File: config.mk
export PLATFORM = sky130hd
export DESIGN_NAME = afr_top
export DESIGN_NICKNAME = d
export VERILOG_FILES = /design/src/rtl/afr_pkg.sv /design/src/rtl/afr_periph_if.sv /design/src/rtl/afr_remap_mux.sv /design/src/rtl/afr_top.sv
export SDC_FILE = /design/constraint.sdc
export NUM_CORES = 1
export LEC_CHECK = 0
export BUFFER_PORTS_ARGS = -buffer_cell sky130_fd_sc_hd__buf_2
export CAP_MARGIN = 10
export CORE_AREA = 2 2 305 307
export CTS_BUF_LIST = sky130_fd_sc_hd__clkbuf_2
export DETAILED_ROUTE_END_ITERATION = 6
export DIE_AREA = 0 0 307 309
export GPL_ROUTABILITY_DRIVEN = 0
export PLACE_DENSITY = 0.38
export SLEW_MARGIN = 20
export SYNTH_ARGS = -nofsm -noshare
export SYNTH_HDL_FRONTEND = slang
export SYNTH_SLANG_ARGS = --single-unit
File: constraint.sdc
create_clock -name ref_clk -period 2 [get_ports ref_clk]
set_input_delay 0.6 -clock ref_clk [delete_from_list [all_inputs] [get_ports ref_clk]]
set_output_delay 0.6 -clock ref_clk [all_outputs]
set_load 0.01 [all_outputs]
File: src/rtl/afr_pkg.sv
// constants and pin tables for the alternate-function router
package afr_pkg;
  localparam int unsigned DATA_W = 32;
  localparam int unsigned ADDR_W = 8;
  localparam int unsigned PORT_CNT = 7;
  localparam int unsigned PINS_PER_PORT = 16;
  localparam int unsigned PIN_CNT = PORT_CNT * PINS_PER_PORT;
  localparam int unsigned PIN_IDX_W = 7;

  // register byte offsets
  localparam logic [ADDR_W-1:0] EVENT_OUTPUT_CONTROL_OFS = 8'h00;
  localparam logic [ADDR_W-1:0] PERIPHERAL_REMAP_ONE_OFS = 8'h04;

  // event_output_control fields
  localparam int unsigned EV_PIN_LSB = 0;
  localparam int unsigned EV_PIN_W = 4;
  localparam int unsigned EV_PORT_LSB = 4;
  localparam int unsigned EV_PORT_W = 3;
  localparam int unsigned EV_EN_BIT = 7;
  localparam int unsigned EV_CTRL_W = 8;
  localparam logic [EV_CTRL_W-1:0] EV_CTRL_RST = 8'h00;
  localparam logic [EV_PORT_W-1:0] EV_PORT_RESERVED = 3'h7;

  // peripheral_remap_one fields
  localparam int unsigned SERIAL_PERIPH_ONE_REMAP_BIT = 0;
  localparam int unsigned TWO_WIRE_ONE_REMAP_BIT = 1;
  localparam int unsigned SERIAL_ONE_REMAP_BIT = 2;
  localparam int unsigned REMAP_W = 3;
  localparam logic [REMAP_W-1:0] REMAP_RST = 3'h0;

  localparam logic [2:0] PORT_A = 3'h0;
  localparam logic [2:0] PORT_B = 3'h1;

  function automatic logic [PIN_IDX_W-1:0] afr_pin_idx(input logic [2:0] port,
                                                      input logic [3:0] pin);
    afr_pin_idx = {port, pin};
  endfunction : afr_pin_idx

  // serial peripheral order: chip select, clock, master-in, master-out
  localparam logic [PIN_IDX_W-1:0] SPI_DEF_PIN [4] = '{7'h04, 7'h05, 7'h06, 7'h07};
  localparam logic [PIN_IDX_W-1:0] SPI_ALT_PIN [4] = '{7'h0f, 7'h13, 7'h14, 7'h15};
  // two-wire order: clock, data
  localparam logic [PIN_IDX_W-1:0] TWI_DEF_PIN [2] = '{7'h16, 7'h17};
  localparam logic [PIN_IDX_W-1:0] TWI_ALT_PIN [2] = '{7'h18, 7'h19};
  // serial order: transmit, receive
  localparam logic [PIN_IDX_W-1:0] UART_DEF_PIN [2] = '{7'h09, 7'h0a};
  localparam logic [PIN_IDX_W-1:0] UART_ALT_PIN [2] = '{7'h16, 7'h17};
endpackage : afr_pkg

File: src/rtl/afr_periph_if.sv
// peripheral signal bundle between router top and the remap mux
`timescale 1ns/1ps
`default_nettype none
interface afr_periph_if;
  logic spi_en;
  logic [3:0] spi_o;
  logic [3:0] spi_oe;
  logic [3:0] spi_i;
  logic twi_en;
  logic [1:0] twi_low;
  logic [1:0] twi_i;
  logic uart_en;
  logic uart_tx;
  logic uart_rx;

  modport mux (
    input spi_en, spi_o, spi_oe, twi_en, twi_low, uart_en, uart_tx,
    output spi_i, twi_i, uart_rx
  );
  modport periph (
    output spi_en, spi_o, spi_oe, twi_en, twi_low, uart_en, uart_tx,
    input spi_i, twi_i, uart_rx
  );
endinterface : afr_periph_if
`default_nettype wire

File: src/rtl/afr_remap_mux.sv
// remap-driven routing of peripheral signals onto pins
`timescale 1ns/1ps
`default_nettype none
module afr_remap_mux
  import afr_pkg::*;
(
  input wire logic [REMAP_W-1:0] remap, // remap register bits
  afr_periph_if.mux per, // peripheral side
  input wire logic [PIN_CNT-1:0] pin_in_s, // synchronised pin levels
  output logic [PIN_CNT-1:0] af_out, // alternate output level
  output logic [PIN_CNT-1:0] af_oe, // alternate output enable
  output logic [PIN_CNT-1:0] af_own // pin taken by a peripheral
);
  logic [PIN_IDX_W-1:0] p;

  always_comb begin
    p = '0;
    af_out = '0;
    af_oe = '0;
    af_own = '0;
    per.spi_i = '0;
    per.twi_i = 2'b11;
    per.uart_rx = 1'b1;
    for (int i = 0; i < 4; i++) begin
      p = remap[SERIAL_PERIPH_ONE_REMAP_BIT] ? SPI_ALT_PIN[i] : SPI_DEF_PIN[i];
      if (per.spi_en) begin
        af_own[p] = 1'b1;
        af_out[p] = per.spi_o[i];
        af_oe[p] = per.spi_oe[i];
        per.spi_i[i] = pin_in_s[p];
      end
    end
    for (int i = 0; i < 2; i++) begin
      p = remap[TWO_WIRE_ONE_REMAP_BIT] ? TWI_ALT_PIN[i] : TWI_DEF_PIN[i];
      if (per.twi_en) begin
        // open drain: only ever pulls low
        af_own[p] = 1'b1;
        af_out[p] = 1'b0;
        af_oe[p] = per.twi_low[i];
        per.twi_i[i] = pin_in_s[p];
      end
    end
    p = remap[SERIAL_ONE_REMAP_BIT] ? UART_ALT_PIN[0] : UART_DEF_PIN[0];
    if (per.uart_en) begin
      af_own[p] = 1'b1;
      af_out[p] = per.uart_tx;
      af_oe[p] = 1'b1;
    end
    p = remap[SERIAL_ONE_REMAP_BIT] ? UART_ALT_PIN[1] : UART_DEF_PIN[1];
    if (per.uart_en) begin
      af_own[p] = 1'b1;
      per.uart_rx = pin_in_s[p];
    end
  end
endmodule : afr_remap_mux
`default_nettype wire

File: src/rtl/afr_top.sv
// alternate-function router: event output routing and peripheral pin remap
`timescale 1ns/1ps
`default_nettype none
module afr_top
  import afr_pkg::*;
(
  input wire logic ref_clk, // peripheral clock
  input wire logic rst_n, // synchronous reset, active low
  input wire logic blk_clk_en, // block bit of peripheral_clock_enable_reg
  input wire logic psel, // bus select
  input wire logic penable, // bus access phase
  input wire logic pwrite, // bus write
  input wire logic [ADDR_W-1:0] paddr, // bus byte address
  input wire logic [DATA_W-1:0] pwdata, // bus write data
  output logic [DATA_W-1:0] prdata, // bus read data
  output logic pready, // bus ready
  output logic pslverr, // bus error on unmapped offset
  input wire logic core_event_signal, // event pulse from the core
  input wire logic spi_en, // serial peripheral one enabled
  input wire logic [3:0] spi_o, // spi outputs: cs, clk, miso, mosi
  input wire logic [3:0] spi_oe, // spi output enables
  output logic [3:0] spi_i, // spi pin levels back
  input wire logic twi_en, // two-wire one enabled
  input wire logic [1:0] twi_low, // two-wire pull low: clk, data
  output logic [1:0] twi_i, // two-wire pin levels back
  input wire logic uart_en, // serial one enabled
  input wire logic uart_tx, // serial one transmit
  output logic uart_rx, // serial one receive
  input wire logic [PIN_CNT-1:0] gpio_out, // port output levels
  input wire logic [PIN_CNT-1:0] gpio_oe, // port output enables
  input wire logic [PIN_CNT-1:0] pin_in, // pad input levels
  output logic [PIN_CNT-1:0] pin_out, // pad output level
  output logic [PIN_CNT-1:0] pin_oe, // pad output enable
  output logic [PIN_CNT-1:0] pin_alt // pad under alternate function
);
  logic [EV_CTRL_W-1:0] ev_ctrl_q;
  logic [REMAP_W-1:0] remap_q;
  logic [DATA_W-1:0] prdata_q;
  logic [PIN_CNT-1:0] pin_meta_q;
  logic [PIN_CNT-1:0] pin_sync_q;
  logic [PIN_CNT-1:0] pin_out_q;
  logic [PIN_CNT-1:0] pin_oe_q;
  logic [PIN_CNT-1:0] pin_alt_q;
  logic [PIN_CNT-1:0] af_out;
  logic [PIN_CNT-1:0] af_oe;
  logic [PIN_CNT-1:0] af_own;
  logic wr_en;
  logic rd_setup;
  logic addr_hit;
  logic ev_route;
  logic [PIN_IDX_W-1:0] ev_idx;

  afr_periph_if per ();

  function automatic logic [DATA_W-1:0] afr_read(input logic [ADDR_W-1:0] a,
                                                 input logic [EV_CTRL_W-1:0] ev,
                                                 input logic [REMAP_W-1:0] rm);
    afr_read = '0;
    if (a == EVENT_OUTPUT_CONTROL_OFS) begin
      afr_read = {{(DATA_W-EV_CTRL_W){1'b0}}, ev};
    end else if (a == PERIPHERAL_REMAP_ONE_OFS) begin
      afr_read = {{(DATA_W-REMAP_W){1'b0}}, rm};
    end
  endfunction : afr_read

  // bus decode; no byte lanes exist, every access is a whole word
  assign addr_hit = (paddr == EVENT_OUTPUT_CONTROL_OFS) || (paddr == PERIPHERAL_REMAP_ONE_OFS);
  assign wr_en = psel && penable && pwrite && blk_clk_en;
  assign rd_setup = psel && !penable && !pwrite;
  assign pready = 1'b1;
  assign pslverr = psel && penable && !addr_hit;
  assign prdata = prdata_q;

  always_ff @(posedge ref_clk) begin
    if (!rst_n) begin
      ev_ctrl_q <= EV_CTRL_RST;
    end else if (wr_en && paddr == EVENT_OUTPUT_CONTROL_OFS) begin
      ev_ctrl_q <= pwdata[EV_CTRL_W-1:0];
    end
  end

  always_ff @(posedge ref_clk) begin
    if (!rst_n) begin
      remap_q <= REMAP_RST;
    end else if (wr_en && paddr == PERIPHERAL_REMAP_ONE_OFS) begin
      remap_q <= pwdata[REMAP_W-1:0];
    end
  end

  // read data captured in setup so it stands through the access phase
  always_ff @(posedge ref_clk) begin
    if (!rst_n) begin
      prdata_q <= '0;
    end else if (rd_setup) begin
      // with the block clock off the registers are unreachable and read zero
      prdata_q <= blk_clk_en ? afr_read(paddr, ev_ctrl_q, remap_q) : '0;
    end
  end

  // pads are asynchronous to ref_clk
  always_ff @(posedge ref_clk) begin
    if (!rst_n) begin
      pin_meta_q <= '0;
      pin_sync_q <= '0;
    end else begin
      pin_meta_q <= pin_in;
      pin_sync_q <= pin_meta_q;
    end
  end

  assign per.spi_en = spi_en;
  assign per.spi_o = spi_o;
  assign per.spi_oe = spi_oe;
  assign per.twi_en = twi_en;
  assign per.twi_low = twi_low;
  assign per.uart_en = uart_en;
  assign per.uart_tx = uart_tx;
  assign spi_i = per.spi_i;
  assign twi_i = per.twi_i;
  assign uart_rx = per.uart_rx;

  afr_remap_mux u_mux (
    .remap(remap_q),
    .per(per.mux),
    .pin_in_s(pin_sync_q),
    .af_out(af_out),
    .af_oe(af_oe),
    .af_own(af_own)
  );

  // port code 7 is reserved and lands on no pin
  assign ev_route = ev_ctrl_q[EV_EN_BIT] &&
                    (ev_ctrl_q[EV_PORT_LSB +: EV_PORT_W] != EV_PORT_RESERVED);
  assign ev_idx = afr_pin_idx(ev_ctrl_q[EV_PORT_LSB +: EV_PORT_W],
                              ev_ctrl_q[EV_PIN_LSB +: EV_PIN_W]);

  // event output takes precedence over a peripheral sharing the same pin
  always_ff @(posedge ref_clk) begin
    if (!rst_n) begin
      pin_out_q <= '0;
      pin_oe_q <= '0;
      pin_alt_q <= '0;
    end else begin
      for (int i = 0; i < PIN_CNT; i++) begin
        if (ev_route && ev_idx == PIN_IDX_W'(i)) begin
          pin_out_q[i] <= core_event_signal;
          pin_oe_q[i] <= 1'b1;
          pin_alt_q[i] <= 1'b1;
        end else if (af_own[i]) begin
          pin_out_q[i] <= af_out[i];
          pin_oe_q[i] <= af_oe[i];
          pin_alt_q[i] <= 1'b1;
        end else begin
          pin_out_q[i] <= gpio_out[i];
          pin_oe_q[i] <= gpio_oe[i];
          pin_alt_q[i] <= 1'b0;
        end
      end
    end
  end

  assign pin_out = pin_out_q;
  assign pin_oe = pin_oe_q;
  assign pin_alt = pin_alt_q;
endmodule : afr_top
`default_nettype wire

# After elaboration in Yosys (flattened, before gate mapping)
# Index checks and enable logic that the tools add are counted.
[classes] order_cmp=16 n_eq_ne=113 n_mux=751 bitwise_logic=14 n_reduce_logical=135
[op_table] op="112-bit 2-to-1 mux" n=22
[op_table] op="112-bit bitwise mux" n=9
[op_table] op="112-bit OR" n=8
[op_table] op="1-bit 2-to-1 mux" n=694
[op_table] op="112-bit AND" n=4
[op_table] op="7-bit equality test (second input constant)" n=48
[op_table] op="7-bit by 6-bit equality test with 1-bit output (second input constant)" n=32
[op_table] op="112-bit NOT" n=2
[op_table] op="1-bit logical AND" n=129
[op_table] op="7-bit by 5-bit equality test with 1-bit output (second input constant)" n=16
[op_table] op="7-bit by 8-bit < comparator with 1-bit output (second input constant)" n=8
[op_table] op="1-bit demux with 7-bit select" n=8
[op_table] op="7-bit by 4-bit equality test with 1-bit output (second input constant)" n=8
[op_table] op="7-bit by 1-bit greater-or-equal comparator with 1-bit output (second input constant)" n=8
[op_table] op="1-bit binary-select mux with 7-bit select" n=7
[op_table] op="32-bit 2-to-1 mux" n=1
[op_table] op="7-bit by 3-bit equality test with 1-bit output (second input constant)" n=4
[op_table] op="5-bit 2-to-1 mux" n=5
[op_table] op="7-bit by 2-bit equality test with 1-bit output (second input constant)" n=2
[op_table] op="4-bit 2-to-1 mux" n=3
[op_table] op="8-bit by 3-bit equality test with 1-bit output (second input constant)" n=1
[op_table] op="8-bit logical NOT" n=1
[op_table] op="8-bit 2-to-1 mux" n=1
[op_table] op="7-bit by 1-bit equality test with 1-bit output (second input constant)" n=1
[op_table] op="5 further kinds" n=7
[word_totals] ff_bits=603 input_bits=397 output_inout_bits=377 word_cells=1037

# Logic depth before layout (Yosys ltp)
# Gate-level depths: netlist of run 1.
[depth] ltp_word=22 mapped_depth=6 mapped_depth_nobuf=3

# Modules after synthesis
# From an unflattened synthesis of run 1, not the netlist that was laid out.
[hier_totals] hier_cells=2284 hier_area_um2=23298.6
[modules_own_cells] mod="afr_top" instances=1 cells_each=1928 area_each_um2=20651.1 seq_area_each_um2=11591.1
[modules_own_cells] mod="afr_remap_mux" instances=1 cells_each=356 area_each_um2=2647.5 seq_area_each_um2=0.0

# Worst setup path before layout of run 1
# OpenSTA, ideal clock, no wires.
[synth_timing] path_type="in2out" start="input paddr[7]" end="output pslverr" arrival_ps=1129 required_time_ps=1400 setup_slack_ps=271 stages=2 path_buffers=0 cell_sequence="nor4_2 a21oi_1"
[synth_between] elab_chain_len=4 elab_cells_between_ends=5 cone_classes="eq/ne (1); reduce/logical (4)"
[synth_rtl] element="from (decl)" line="afr_top.sv:13" text="input wire logic [ADDR_W-1:0] paddr,"
[synth_rtl] element="8-bit by 3-bit equality test with 1-bit output / 8-bit logical NOT (equally long branches)" line="afr_top.sv:67" text="assign addr_hit = (paddr == EVENT_OUTPUT_CONTROL_OFS) || (paddr == PERIPHERAL_REMAP_ONE_OFS);"
[synth_rtl] element="1-bit logical OR *" line="afr_top.sv:67"
[synth_rtl] element="1-bit logical NOT *" line="afr_top.sv:71" text="assign pslverr = psel && penable && !addr_hit;"
[synth_rtl] element="1-bit logical AND *" line="afr_top.sv:71"
[synth_rtl] element="to (decl)" line="afr_top.sv:17" text="output logic pslverr,"
# Every way passes the cells marked *; elsewhere a longest branch is shown, timed or not.

# Worst setup path in the final report of run 1
[layout_timing] start="register remap_q[0]" end="output spi_i[3]"
[layout_between] elab_chain_len=4
[layout_rtl] element="from (decl)" line="afr_top.sv:37" text="logic [REMAP_W-1:0] remap_q;"
[layout_rtl] element="from (signal assigned)" line="afr_top.sv:86" text="remap_q <= pwdata[REMAP_W-1:0];"
[layout_rtl] element="5-bit 2-to-1 mux" line="afr_remap_mux.sv:25" text="p = remap[SERIAL_PERIPH_ONE_REMAP_BIT] ? SPI_ALT_PIN[i] : SPI_DEF_PIN[i];"
[layout_rtl] element="1-bit binary-select mux with 7-bit select" line="afr_remap_mux.sv:30" text="per.spi_i[i] = pin_in_s[p];"
[layout_rtl] element="1-bit 2-to-1 mux (implied by the code)" line="afr_remap_mux.sv:30"
[layout_rtl] element="1-bit 2-to-1 mux" line="afr_remap_mux.sv:26" text="if (per.spi_en) begin"
[layout_rtl] element="to (decl)" line="afr_top.sv:22" text="output logic [3:0] spi_i,"
# Every way passes these cells. The select of a mux whose other input is x is not followed.

==> reports/qor.txt, run 1 <==
# H-tree levels - 3
Worst Hold Depth - 6
slack of the critical path - -0.682 ns
DRT iter0 DRCs - 894
r2r startpoint - ev_ctrl_q[4]$_SDFFE_PN0P_
setup_tns - -82.15 ns
Layout Nets - 3,042
Core Region - 91,400 um^2
unrepaired setup endpoints after global routing - yes
Seq/Total Area, Yosys - 0.575
worst-skew pair later-pin latency - 1.21 ns
Final period util - 1.34
Comb pwr share - 0.144
commonest cells after routing, fill and taps aside - dlygate4sd3_1 (475), buf_2 (371), buf_6 (257)
EDFF count, synth - 0
FF-to-FF path depth - 6
Ports - 774
Worst R2R End - pin_oe[3]$_SDFF_PN0_
Primary FF master, synth - dfxtp_1
clock-pin slew on the worst setup and hold paths - 0.10 ns
Post-DRT Antenna Nets - 0
critical path endpoint category - output pin
Pleak - 11.5 nW
CTS sink count - 381
endpoints failing setup - 352
Avg Vias per Cell - 4.01
dpl ws - -0.00767 ns
DIE WIDTH - 307 um
Worst-Margin Slew - 0.576 ns
Total Wirelength - 81.7 mm
Sw Ratio - 0.289
Period minus WS final - 2.68 ns
Async SR Flop Fraction - 0
die extent in y - 309 um
Int Pwr - 11.3 mW
crit path kind - reg2out
skew final - 0.0931 ns
failing checks - negative setup slack
gr ovfl total - 0
Seq pwr share - 0.504
final hold slack - 0.217 ns
CP max FO - 7
HP Start - paddr[4]
FF+latch count, synth - 381
DIE AREA - 94,900 um^2
Initial Util - 0.145
Root Buffer - clkbuf_2
Hold Violations, Final - 0
Core Util, Final - 0.290
Max Fclk - 373 MHz
largest net degree at the start of global routing - 39
R2R setup slack - 0.11 ns
Post-Syn Instances - 1,412
Num CTS Buffers - 107
hpwl dp - 58.9 mm
worst endpoint required time - 1.40 ns
layout cells sized above 1 - 0.457
DP Area - 18,600 um^2
most common cell after layout, fill and taps aside - dlygate4sd3_1
peak supply drop - 0.327 mV
P_sw - 4.59 mW
overall fraction of global-route tracks in use - 0.164
Clock Tree Buf Depth - 3
max-slew violation count - 0
post-synthesis mux area share - 0.0279
number of remaining DRC errors - 0
post-route insts no fill - 3,910
Port-buffer cells - 625
hold endpoint - ev_ctrl_q[1]$_SDFFE_PN0P_
Startpoint Class - flip-flop
vias in the first global route - 16.6k
total power - 15.9 mW
pwr/cell area - 600 nW/um^2
clock share of power - 0.353
Via Count - 15.7k
Post-Synth Adder-Cell Area - 0
antenna violations before repair - 11
final instance area - 26,500 um^2
Compound-Gate Fraction of Synth Area - 0.138
status - complete, but fails checks
synthesized cell area - 13,300 um^2
simple-gate share of the synthesized area - 0.188
Inst Count DP - 3,226
First-pass DRT Iterations - 7
largest family of logic cells by synthesized area - simple AND/OR/NAND/NOR gates
row count - 111
first-pass GRT wire length - 111 mm
max capacitance violation total - 0
Area Growth Syn to Fin - 99.3%
WL per Instance - 20.9 um
Avg Synthesized Cell Area - 9.40 um^2
Hold Path Class - in2reg
CTS tree - done
Slew Limit Headroom - 0.616
post-synthesis cell type count - 50
yosys warns - 0
arrival time of the worst setup path - 2.08 ns
XOR/XNOR share of the synthesized area - 0
-- area by class of cell --
cell class                      instances  area [um^2]
Antenna cell                            8         20.0
Tap cell                             1186         1480
Timing Repair Buffer                 1266        11200
Multi-Input combinational cell        887         4860
Clock inverter                         32          154
Clock buffer                          148          741
Inverter                                2         15.0
Fill cell                            9667        64900
Sequential cell                       381         7980
-- power groups by stage --
stage | clock, mW | sequential, mW | combinational, mW
2_1_floorplan | 0 | 8.23 | 0.425
3_3_place_gp | 0 | 8.10 | 1.32
3_5_place_dp | 0 | 8.10 | 1.33
4_1_cts | 5.85 | 7.97 | 2.19
5_1_grt | 6.26 | 8.02 | 2.43
6_report | 5.59 | 8.00 | 2.28
-- timing repair --
action	in CTS	in global routing
hold buffers	475	2
setup endpoints to repair	354	363
gates resized for setup	431	171
cloned	0	2
buffers inserted	8	11
pin swaps	3	3
hold endpoints to repair	353	5
-- routing by layer --
metal,wire (um),vias to the layer above,GRT usage
li1,-,7321,-
met1,32900,7469,0.188
met2,39700,741,0.281
met3,6220,149,0.0475
met4,2830,10,0.0748
met5,69,-,0
-- worst max-delay path, cell delays in order, from the launching register on --
cell,delay (ns)
dfxtp_4,0.42
mux2i_2,0.25
nor2b_1,0.07
buf_2,0.14
-- worst max-delay path by stage --
stage                                         start                 endpoint  slack [ns]  depth (start not counted)
final                       remap_q[0]$_SDFFE_PN0P_                 spi_i[3]       -0.68                          3
after global routing        remap_q[0]$_SDFFE_PN0P_                 spi_i[2]       -0.96                          3
after CTS                   remap_q[0]$_SDFFE_PN0P_                 spi_i[2]       -0.98                          3
after detailed placement  ev_ctrl_q[3]$_SDFFE_PN0P_  pin_out[111]$_SDFF_PN0_      -0.008                          5
after global placement    ev_ctrl_q[3]$_SDFFE_PN0P_  pin_out[111]$_SDFF_PN0_       0.003                          5
after floorplan                            paddr[7]                  pslverr        0.27                          2
-- cell usage after synthesis, types with 3 or more instances --
| cell type | instances | share of area |
|---|---|---|
| o21ai_1 | 25 | 0.0094 |
| a22o_1 | 5 | 0.0033 |
| and2_1 | 26 | 0.012 |
| and4bb_2 | 5 | 0.0047 |
| dfxtp_1 | 381 | 0.57 |
| a31oi_1 | 5 | 0.0024 |
| nand2b_1 | 3 | 0.0014 |
| nand3_1 | 114 | 0.043 |
| nor2b_1 | 5 | 0.0024 |
| o21ai_0 | 73 | 0.028 |
| and4b_1 | 7 | 0.0053 |
| and4bb_1 | 4 | 0.0038 |
| buf_4 | 43 | 0.024 |
| nor4b_4 | 5 | 0.0090 |
| nand4b_1 | 5 | 0.0033 |
| buf_6 | 13 | 0.011 |
| nand2_1 | 57 | 0.016 |
| or4b_1 | 5 | 0.0038 |
| nor3_1 | 11 | 0.0041 |
| buf_2 | 42 | 0.016 |
| o2bb2ai_1 | 3 | 0.0020 |
| nand4bb_1 | 9 | 0.0076 |
| a21oi_1 | 225 | 0.085 |
| a211oi_1 | 5 | 0.0028 |
| mux2i_1 | 37 | 0.028 |
| clkbuf_1 | 64 | 0.018 |
| a311oi_1 | 5 | 0.0033 |
| nor2_1 | 198 | 0.056 |
-- cells by family (layout without fill, tap and decap cells) --
| family | Yosys count | in the layout |
|---|---|---|
| other | 2 | 33 |
| AOI/OAI and AO/OA | 350 | 350 |
| and+or+nand+nor | 475 | 475 |
| muxes | 37 | 37 |
| DFF | 381 | 381 |
| buffers and inverters | 167 | 1448 |
-- state kept, by name (all words and copies together), names as in the netlist --
signal,count
pin_alt,112
pin_oe,112
pin_out,112
pin_meta_q,13
pin_sync_q,13
ev_ctrl_q,8
prdata,8
remap_q,3
Note: power is estimated with default switching activity, not from simulation.
==> inputs of run 2 (changes only) <==
- ABC_AREA: default -> 1
- CORE_AREA: 2 2 305 307 -> 2 2 300 302
- CTS_CLUSTER_DIAMETER: default -> 150
- DIE_AREA: 0 0 307 309 -> 0 0 302 304
- SETUP_SLACK_MARGIN: default -> 0.05
==> run 2 against run 1 <==
  * The flow still finishes with violations (negative setup slack)
  * Clock-buffer cell count increased by 20
  * Largest power group unchanged
  * Die area decreased by 3.2%
  * First-iteration DRC count decreased by 23%
  * Sequential power about the same
  * Clock power increased by 11%
  * Cell count increased by 2.6%
  * Power increased by 4.0%
  * Sequential share of layout area increased by 0.75 points
  * Clock skew decreased by 0.029 ns
  * Non-clock buffer count decreased by 57
==> reports/qor.txt, run 2 <==
Total Wirelength - 72.5 mm
Hold Violations, Final - 0
fill cell count - 9,560
Core Util, Final - 0.289
slack of the critical path - -0.678 ns
Final period util - 1.34
failing checks - negative setup slack
CP bufs+invs - 1
peak supply drop - 0.397 mV
Core Region - 89,000 um^2
crit path kind - reg2out
pwr/cell area - 641 nW/um^2
Yosys top cell by area - dfxtp_1
largest net degree at the start of global routing - 71
Max Fclk - 373 MHz
Slew Limit Headroom - 0.610
delay-heaviest family, CP - flip-flops
Worst-Margin Slew - 0.584 ns
CTS sink count - 381
CP peak stage delay - 0.42 ns
hpwl dp - 51.1 mm
die extent in y - 304 um
unrepaired setup endpoints after global routing - yes
FF+latch count, synth - 381
Inst Count DP - 3,308
DIE WIDTH - 302 um
total area of sequential cells - 7960 um^2
Initial Util - 0.141
worst-skew pair later-pin latency - 1.19 ns
max capacitance violation total - 0
Avg Synthesized Cell Area - 8.34 um^2
area of the multi-input gates - 4370 um^2
critical path endpoint category - output pin
row count - 110
top cells by count, synth - dfxtp_1 (381), nand2_1 (273), nor2_1 (224)
worst endpoint required time - 1.40 ns
Ports - 774
number of remaining DRC errors - 0
Period minus WS final - 2.68 ns
endpoints failing setup - 351
critical path cell sequence - nand2_4 -> o22a_4 -> buf_6
gr ovfl total - 0
post-route insts no fill - 4,011
Post-Syn Instances - 1,510
Primary FF master, synth - dfxtp_1
Startpoint Class - flip-flop
Pleak - 11.7 nW
Async SR Flop Fraction - 0
commonest cells after routing, fill and taps aside - dlygate4sd3_1 (481), buf_2 (370), nand2_1 (261)
first-pass GRT wire length - 102 mm
overall fraction of global-route tracks in use - 0.152
post-synthesis cell type count - 21
Root Buffer - clkbuf_2
Via Count - 15.1k
Avg Vias per Cell - 3.78
Port-buffer cells - 625
First-pass DRT Iterations - 4
layout cells sized above 1 - 0.426
DIE AREA - 91,800 um^2
dpl ws - -0.0474 ns
Post-DRT Antenna Nets - 0
Layout Nets - 3,135
max-slew violation count - 0
status - complete, but fails checks
yosys warns - 0
most frequent cell after synthesis - dfxtp_1
arrival time of the worst setup path - 2.08 ns
synthesized cell area - 12,600 um^2
skew final - 0.0639 ns
area share of the largest cell type after synthesis - 0.606
DRT iter0 DRCs - 687
Num CTS Buffers - 109
final instance area - 25,800 um^2
CP max FO - 6
most common cell after layout, fill and taps aside - dlygate4sd3_1
Area Growth Syn to Fin - 105%
# H-tree levels - 3
vias in the first global route - 15.6k
Seq/Total Area, Yosys - 0.606
antenna violations before repair - 7
CTS tree - done
slowest CP cell - dfxtp_4
DP Area - 17,700 um^2
Synth area leaders - dfxtp_1 (61%), nand2_1 (8.1%), nor2_1 (6.7%)
Clock Tree Buf Depth - 3
EDFF count, synth - 0
WL per Instance - 18.1 um
Hold Path Class - in2reg
final hold slack - 0.0865 ns
clock-pin slew on the worst setup and hold paths - 0.11 ns
## run 2: what timing repair did
action / CTS / global route
setup endpoints to repair: 378 / 390
hold endpoints to repair: 354 / 0
pin swaps: 7 / 7
hold buffers: 485 / 0
buffers inserted: 8 / 3
gates resized for setup: 440 / 203
## run 2: worst register-to-register path, cell delays in order (launching register included)
cell and delay (ns):
dfxtp_4 0.38, buf_4 0.14, nor2_1 0.26, nand2_1 0.20
buf_4 0.21, nor2_1 0.21, o21ai_0 0.14, a21oi_2 0.22
## run 2: logic make-up after synthesis
family                 count (synthesis)  synth area share
flip-flops                           381             0.606
AO/OA/AOI/OAI                        310             0.127
buffers and inverters                191            0.0664
other                                  2          0.000596
AND/OR/NAND/NOR                      626             0.200
## run 2: area by class of cell
type	count	area share
tap	1176	0.0571
inverter	76	0.0115
antenna	6	0.000583
timing repair buffer	1209	0.411
multi-input combinational	961	0.170
clock buffer	168	0.0326
sequential	381	0.309
clock inverter	34	0.00797
## run 2: power breakdown
group,internal [mW],switching [mW]
Sequential,7.88,0.115
Clock,2.52,3.66
Combinational,1.36,0.959
Total,11.8,4.74
## run 2: layer usage
metal | global-route usage | wire, um | vias to the layer above
met3 | 0.0371 | 4360 | 125
met4 | 0.0470 | 1740 | 6
met1 | 0.183 | 30400 | 7109
met2 | 0.265 | 35900 | 519
met5 | 0 | 42 | -
li1 | - | - | 7385
## run 2: metrics by stage
stage                     TNS (ns)  power [mW]
after global placement      -0.188        9.48
after detailed placement    -0.186        9.48
after floorplan                  0        8.69
after global routing       -163.44        17.5
final                       -82.62        16.5
after CTS                  -163.97        16.7
## run 2: path summary, 6_finish.rpt
check	startpoint	to	slack, ns	cells after the start
max	remap_q[1]$_SDFFE_PN0P_	twi_i[0]	-0.68	3
min	uart_en	pin_alt[22]$_SDFF_PN0_	0.09	6
max reg2reg	ev_ctrl_q[1]$_SDFFE_PN0P_	pin_out[40]$_SDFF_PN0_	0.21	7
min reg2reg	pin_meta_q[15]$_SDFF_PN0_	pin_sync_q[15]$_SDFF_PN0_	0.42	2
